<file path="src/pkg/bvm_consts.svh">
// Constants for the boost voltage monitor control block
`ifndef BVM_CONSTS_SVH
`define BVM_CONSTS_SVH
`define BVM_ADDR_W 10
`define BVM_DATA_W 16
`define BVM_OFS_SETUP 10'h1C5
`define BVM_OFS_FLAGS 10'h1D2
`define BVM_OFS_THRESH 10'h1C6
`define BVM_SETUP_RESET 16'h0000
`define BVM_THRESH_RESET 8'h7C
`define BVM_BIT_IRQ_EN 0
`define BVM_BIT_UV_MODE 1
`define BVM_BIT_SHUT_EN 2
`define BVM_BIT_UV_FLAG 0
`define BVM_BIT_UV_LIVE 1
`define BVM_BIT_FBK 2
`define BVM_BIT_MODE_RD 3
`define BVM_FILT_CYCLES 4'hF
`define BVM_CNT_W 4
`endif

</file>
<file path="src/pkg/bvm_pkg.sv">
// Types for the boost voltage monitor control block
package bvm_pkg;
  typedef enum logic [1:0] {
    BVM_MODE_BOOST = 2'b00,
    BVM_MODE_UV = 2'b01
  } bvm_mode_t;
endpackage

</file>
<file path="src/verilog/bvm_filter.sv">
// Stability filter for the comparator decision
`timescale 1ns/100ps
`include "bvm_consts.svh"
module bvm_filter (
  // Clock and reset
  input wire logic clk,
  input wire logic rst_n,
  // Control
  input wire logic enable,
  input wire logic raw_in,
  // Result
  output logic filt_out
);
  logic [`BVM_CNT_W-1:0] cnt_q;
  logic [`BVM_CNT_W-1:0] cnt_d;
  logic filt_q;
  logic filt_d;
  wire differs = raw_in != filt_q;
  wire settled = cnt_q == `BVM_FILT_CYCLES;
  // When enabled, level changes only after input differs for the full count; when disabled it follows the input
  assign cnt_d = (!enable || !differs) ? '0 : (settled ? cnt_q : cnt_q + 1'b1);
  assign filt_d = !enable ? raw_in : ((differs && settled) ? raw_in : filt_q);
  always_ff @(posedge clk or negedge rst_n) begin
    if (!rst_n) begin
      cnt_q <= '0;
      filt_q <= 1'b1;
    end else begin
      cnt_q <= cnt_d;
      filt_q <= filt_d;
    end
  end
  assign filt_out = filt_q;
endmodule // bvm_filter

</file>
<file path="src/verilog/bvm_ctrl.sv">
// Boost voltage monitor control and undervoltage logic
`timescale 1ns/100ps
`include "bvm_consts.svh"
// Notes on behaviour
// - Core drives an unsigned eight-bit threshold code to the DAC.
// - Comparator high above threshold, low below; passed to microcores.
// - Threshold equals code times DAC step over divider ratio.
// - Divider select one picks the 1/4 undervoltage ratio.
// - In undervoltage mode the result disables high-side drivers when enabled.
// - In undervoltage mode with shutoff enabled, flag rises once voltage falls below threshold.
// - Comparator result is digitally filtered only in undervoltage mode.
// - Flag ORed with gate and logic supply undervoltage disables drivers.
// - Boost undervoltage event sets status bit in flags register.
// - Flag assertion raises interrupt when boost interrupt enable is set.
module bvm_ctrl (
  // Clock and reset
  input wire logic clk,
  input wire logic rst_n,
  // Register port
  input wire logic reg_wr,
  input wire logic reg_rd,
  input wire logic [`BVM_ADDR_W-1:0] reg_addr,
  input wire logic [`BVM_DATA_W-1:0] reg_wdata,
  output logic [`BVM_DATA_W-1:0] reg_rdata,
  // Analog side
  output logic [7:0] dac_code,
  output logic uv_div_sel,
  input wire logic comp_out,
  // Microcore side
  output logic boost_fbk,
  // Supply monitors
  input wire logic gate_supply_undervoltage,
  input wire logic logic_supply_undervoltage,
  // Driver control and interrupt
  output logic boost_undervoltage_flag,
  output logic hs_predrv_disable,
  output logic irq_req
);
  logic [`BVM_DATA_W-1:0] setup_q;
  logic [7:0] thresh_q;
  logic status_q;
  logic flag_q;
  logic irq_q;
  logic [`BVM_DATA_W-1:0] rdata_q;
  logic [`BVM_DATA_W-1:0] rdata_d;
  logic filt;
  bvm_pkg::bvm_mode_t mode;

  function automatic logic hit(input logic [`BVM_ADDR_W-1:0] a, input logic [`BVM_ADDR_W-1:0] ofs);
    hit = a == ofs;
  endfunction

  wire wr_setup = reg_wr && hit(reg_addr, `BVM_OFS_SETUP);
  wire wr_thresh = reg_wr && hit(reg_addr, `BVM_OFS_THRESH);
  wire rd_flags = reg_rd && hit(reg_addr, `BVM_OFS_FLAGS);
  wire uv_mode = setup_q[`BVM_BIT_UV_MODE];
  wire shut_en = setup_q[`BVM_BIT_SHUT_EN];
  wire irq_en = setup_q[`BVM_BIT_IRQ_EN];
  assign mode = uv_mode ? bvm_pkg::BVM_MODE_UV : bvm_pkg::BVM_MODE_BOOST;

  bvm_filter u_filter (
    .clk(clk),
    .rst_n(rst_n),
    .enable(uv_mode),
    .raw_in(comp_out),
    .filt_out(filt)
  );

  // Undervoltage is a low filtered decision while enabled in undervoltage mode
  wire uv_now = (mode == bvm_pkg::BVM_MODE_UV) && shut_en && !filt;
  wire uv_rise = uv_now && !flag_q;
  wire flags_mode = mode == bvm_pkg::BVM_MODE_UV;

  always_ff @(posedge clk or negedge rst_n) begin
    if (!rst_n) begin
      setup_q <= `BVM_SETUP_RESET;
      thresh_q <= `BVM_THRESH_RESET;
    end else begin
      if (wr_setup) begin
        setup_q <= reg_wdata;
      end
      if (wr_thresh) begin
        thresh_q <= reg_wdata[7:0];
      end
    end
  end

  // Sticky status: a new event wins over the clear-on-read
  always_ff @(posedge clk or negedge rst_n) begin
    if (!rst_n) begin
      status_q <= 1'b0;
    end else if (uv_rise) begin
      status_q <= 1'b1;
    end else if (rd_flags) begin
      status_q <= 1'b0;
    end
  end

  always_ff @(posedge clk or negedge rst_n) begin
    if (!rst_n) begin
      flag_q <= 1'b0;
      irq_q <= 1'b0;
      rdata_q <= '0;
    end else begin
      flag_q <= uv_now;
      irq_q <= uv_rise && irq_en;
      rdata_q <= rdata_d;
    end
  end

  always_comb begin
    rdata_d = '0;
    if (reg_rd && hit(reg_addr, `BVM_OFS_SETUP)) begin
      rdata_d = setup_q;
    end else if (reg_rd && hit(reg_addr, `BVM_OFS_THRESH)) begin
      rdata_d = {8'h00, thresh_q};
    end else if (rd_flags) begin
      rdata_d[`BVM_BIT_UV_FLAG] = status_q;
      rdata_d[`BVM_BIT_UV_LIVE] = flag_q;
      rdata_d[`BVM_BIT_FBK] = comp_out;
      rdata_d[`BVM_BIT_MODE_RD] = flags_mode;
    end
  end

  assign reg_rdata = rdata_q;
  assign dac_code = thresh_q;
  assign uv_div_sel = uv_mode;
  assign boost_fbk = comp_out;
  assign boost_undervoltage_flag = flag_q;
  assign hs_predrv_disable = flag_q || gate_supply_undervoltage || logic_supply_undervoltage;
  assign irq_req = irq_q;
endmodule // bvm_ctrl

</file>
<file path="config.mk">
export PLATFORM = sky130hd
export DESIGN_NAME = bvm_ctrl
export DESIGN_NICKNAME = d
export VERILOG_FILES = /design/src/pkg/bvm_pkg.sv /design/src/verilog/bvm_filter.sv /design/src/verilog/bvm_ctrl.sv
export VERILOG_INCLUDE_DIRS = /design/src /design/src/pkg
export SDC_FILE = /design/constraint.sdc
export NUM_CORES = 1
export LEC_CHECK = 0
export ABC_AREA = 1
export BUFFER_PORTS_ARGS = -buffer_cell sky130_fd_sc_hd__buf_4
export CORE_MARGIN = 4
export CORE_UTILIZATION = 51
export DETAILED_ROUTE_END_ITERATION = 10
export GPL_ROUTABILITY_DRIVEN = 0
export PLACE_DENSITY_LB_ADDON = 0.2
export SETUP_SLACK_MARGIN = 0.3
export SLEW_MARGIN = 30
export SYNTH_ARGS = -nofsm -noshare
export SYNTH_HDL_FRONTEND = slang
export SYNTH_SLANG_ARGS = --single-unit
</file>
<file path="constraint.sdc">
create_clock -name clk -period 1.6 [get_ports clk]
set_input_delay 0.24 -clock clk [delete_from_list [all_inputs] [get_ports clk]]
set_output_delay 0.24 -clock clk [all_outputs]
set_load 0.005 [all_outputs]
</file>
==> reports/qor.json <==
{
  "outcome": {"value": "completed"},
  "relSlewSlack": {"value": 61.95, "unit": "%"},
  "insertion_delay": {"value": 0.30, "unit": "ns"},
  "footprint_of_the_flip_flops_and_latches": {"value": 1209, "unit": "µm²"},
  "clockRootBuffer": {"value": "clkbuf_8"},
  "min_period_over_period": {"value": 84.43, "unit": "%"},
  "finalWirelength": {"value": 4.204, "unit": "mm"},
  "timing.final.hold_violations": {"value": 0},
  "yosysSeqAreaShare": {"value": 58.33, "unit": "%"},
  "first_pass_grt_wire_length": {"value": 7.176, "unit": "mm"},
  "clock_skew": {"value": 0.003722, "unit": "ns"},
  "dp.cells": {"value": 328},
  "detail_route.first_pass.iterations": {"value": 4},
  "antenna_cells": {"value": 0},
  "via_count": {"value": 1612},
  "final.min_clock_period": {"value": 1.351, "unit": "ns"},
  "tritoncts": {"value": "built"},
  "grt_antenna_before_repair": {"value": 0},
  "final_cell_count_no_fill": {"value": 339},
  "globalRouteTotalUtil": {"value": 17.88, "unit": "%"},
  "final-setup-viol-count": {"value": 0},
  "startpoint_type": {"value": "flop"},
  "grt_max_degree": {"value": 49},
  "crit_path_max_incr_delay": {"value": 0.38, "unit": "ns"},
  "ys_warn_count": {"value": 0},
  "n_fill_cell": {"value": 296},
  "fraction_of_final_layout_cells_with_drive_strength_greater_than_1": {"value": 33.33, "unit": "%"},
  "critical_path_required": {"value": 1.36, "unit": "ns"},
  "switching_share": {"value": 23.22, "unit": "%"},
  "synth_cells": {"value": 222},
  "synth_top_area_share": {"value": 50.72, "unit": "%"},
  "cts_inserted_buffers": {"value": 5},
  "htree_levels": {"value": 2},
  "sequentialPowerShare": {"value": 53.5, "unit": "%"},
  "p_comb_share": {"value": 12.7, "unit": "%"},
  "synth.lib_cells_used.distinct": {"value": 30},
  "power.internal": {"value": 0.001917, "unit": "W"},
  "max_slew_vio_count": {"value": 0},
  "start_util": {"value": 54.55, "unit": "%"},
  "place_hpwl": {"value": 3.173, "unit": "mm"},
  "layout-area-overhead-vs-synth": {"value": 31.10, "unit": "%"},
  "port_buffers": {"value": 61},
  "syn-mean-instance-area": {"value": 9.333, "unit": "µm²"},
  "synth.net_count": {"value": 256},
  "nets_finish": {"value": 324},
  "pin_count": {"value": 62},
  "congestion_overflow_gr": {"value": 0},
  "netlist_area": {"value": 2072, "unit": "µm²"},
  "asyncSetResetFlopFracSynth": {"value": 100.0, "unit": "%"},
  "rsz0062_at_grt": {"value": "true"},
  "switching_power": {"value": 0.0005797, "unit": "W"},
  "drt_first_iter_violations": {"value": 58},
  "synth-edff-count": {"value": 0},
  "critical_path_peak_fanout": {"value": 2},
  "fmaxAchievable": {"value": 740.3, "unit": "MHz"},
  "detail_route.wl_per_cell": {"value": 12.40, "unit": "µm"},
  "post-route-drc-count": {"value": 0},
  "crit_path_end_kind": {"value": "primary output"},
  "synth_largest_area_cell": {"value": "dfrtp_1"},
  "cts.sinks": {"value": 48},
  "crit_type": {"value": "flop to primary output"},
  "leading_register_cell_type_out_of_synthesis": {"value": "dfrtp_1"},
  "fp.dieH": {"value": 71.74, "unit": "µm"},
  "max_slew.worst_pin.slew": {"value": 0.5707, "unit": "ns"},
  "yosys-top-cells-area": {"value": "dfrtp_1 (51%), nand2_1 (8.0%), dfstp_2 (7.6%)"},
  "tns": {"value": 0, "unit": "ns"},
  "maxCapViolations": {"value": 0},
  "hp-class": {"value": "input pin to flop"},
  "placedInstanceArea": {"value": 2579, "unit": "µm²"},
  "stdcell_area": {"value": 2716, "unit": "µm²"},
  "die-area": {"value": 5147, "unit": "µm²"},
  "multiInputGateArea": {"value": 668.1, "unit": "µm²"},
  "die_w": {"value": 71.74, "unit": "µm"},
  "total_leakage_power": {"value": 1.468, "unit": "nW"},
  "clock_tree.buffer_depth": {"value": 2},
  "grt_pass1_vias": {"value": 1632},
  "peakVddDrop": {"value": 0.0006505, "unit": "V"},
  "worst-endpoint-arrival": {"value": 1.11, "unit": "ns"},
  "placeableCoreArea": {"value": 3799, "unit": "µm²"},
  "rows": {"value": 22},
  "postSynthRegisterBits": {"value": 48},
  "power.density": {"value": 919.1, "unit": "nW/µm²"},
  "power_frac_clock": {"value": 33.8, "unit": "%"},
  "crit_chain": {"value": "or3_1 > buf_4"},
  "worst_path_max_delay_cell": {"value": "dfrtp_1"},
  "detail_route.vias_per_cell": {"value": 4.755},
  "worst_setup_hold_path_clk_slew": {"value": 0.08, "unit": "ns"},
  "antenna_left": {"value": 0}
}
[power by group through the flow]
| stage | clock network [W] | registers (W) | logic [W] |
|---|---|---|---|
| 3_5_place_dp | 0 | 0.00137 | 0.000287 |
| 6_report | 0.000844 | 0.00134 | 0.000317 |
| 3_3_place_gp | 0 | 0.00136 | 0.000277 |
| 2_1_floorplan | 0 | 0.00136 | 0.000136 |
| 4_1_cts | 0.000864 | 0.00133 | 0.000309 |
| 5_1_grt | 0.000924 | 0.00135 | 0.000358 |
[logic make-up after synthesis]
| logic type | after synthesis | synth area share (%) |
|---|---|---|
| mux | 1 | 0.4831 |
| simple gates | 90 | 20.23 |
| xor+xnor | 3 | 1.268 |
| buf+inv | 46 | 9.661 |
| flops | 48 | 58.33 |
| compound gates | 33 | 9.420 |
| fa+ha+maj | 1 | 0.6038 |
[worst max-delay path, delay by kind of cell (launching register included)]
family / cells / cell delay [ns]
simple gates: 1 / 0.30
flops: 1 / 0.38
buf+inv: 1 / 0.14
[worst paths after layout]
path	start	endpoint	slack (ns)	cells after the start
min	reg_wdata[9]	setup_q[9]	0.15	3
max reg2reg	u_filter.cnt_q[0]	u_filter.filt_out	0.42	5
min in group asynchronous	rst_n	u_filter.cnt_q[2]	0.48	2
max	boost_undervoltage_flag	hs_predrv_disable	0.25	2
min reg2reg	setup_q[12]	reg_rdata[12]	0.49	2
max in group asynchronous	rst_n	dac_code[3]	0.73	2
[through the flow]
stage          total power (W)  utilization [%]  hold WS [ns]  setup slack [ns]
2_1_floorplan         0.001491                -      -0.05559            0.4104
4_1_cts               0.002508            71.18        0.1459            0.2405
3_5_place_dp          0.001653            67.89        0.2827            0.1565
3_3_place_gp          0.001639            67.89        0.2797            0.2144
5_1_grt               0.002628            71.51        0.1431            0.1958
6_report              0.002497            71.51        0.1521            0.2491
[cells in the mapped netlist, types with 3 or more instances]
master / number
a21oi_1: 4
nand2_1: 44
dfrtp_1: 42
nor2_1: 14
dfstp_2: 6
o21ai_2: 8
nand4_1: 9
inv_1: 37
nand3_1: 12
buf_4: 3
o21ai_1: 19
[cell usage in the layout (no fill, tap or decap), drive strengths merged, types with 2 or more instances in the layout]
cell type and count:
dfstp 6, o21ai 29, clkinv 2, xnor2 2, inv 38, nor2 18, dfrtp 42, nor3 2
buf 67, a21oi 4, nand3 13, nand2 45, clkbuf 6, nand4 9
[metal layers]
| layer | global-route usage (%) | share of wire [%] | vias to the layer above |
|---|---|---|---|
| li1 | - | - | 828 |
| met1 | 22.72 | 42 | 737 |
| met2 | 28.98 | 50 | 39 |
| met3 | 5.049 | 6.1 | 8 |
| met4 | 6.889 | 1.6 | 0 |
| met5 | 0 | 0 | - |
[registers in the layout, summed over array words and instances (netlist names)]
signal	cells
status_q	1
irq_req	1
u_filter.filt_out	1
u_filter.cnt_q	4
setup_q	16
dac_code	8
reg_rdata	16
boost_undervoltage_flag	1
[final cells by class]
| type | instances | share of cell area, % |
|---|---|---|
| inverters | 39 | 5.389 |
| repair buffers | 68 | 19.35 |
| multi-input cells | 128 | 24.60 |
| clock buffers | 6 | 2.672 |
| clock inverters | 2 | 1.290 |
| well taps | 48 | 2.211 |
| flip-flops and latches | 48 | 44.50 |
[what timing repair did]
action / 4_1_cts / 5_1_grt
resized for setup: 0 / 1
hold buffers: 1 / 0
setup buffers: 1 / 1
setup endpoints to repair: 1 / 2
pin swaps: 1 / 0
hold endpoints to repair: 42 / 0
Power figures use the tool's default switching activity.
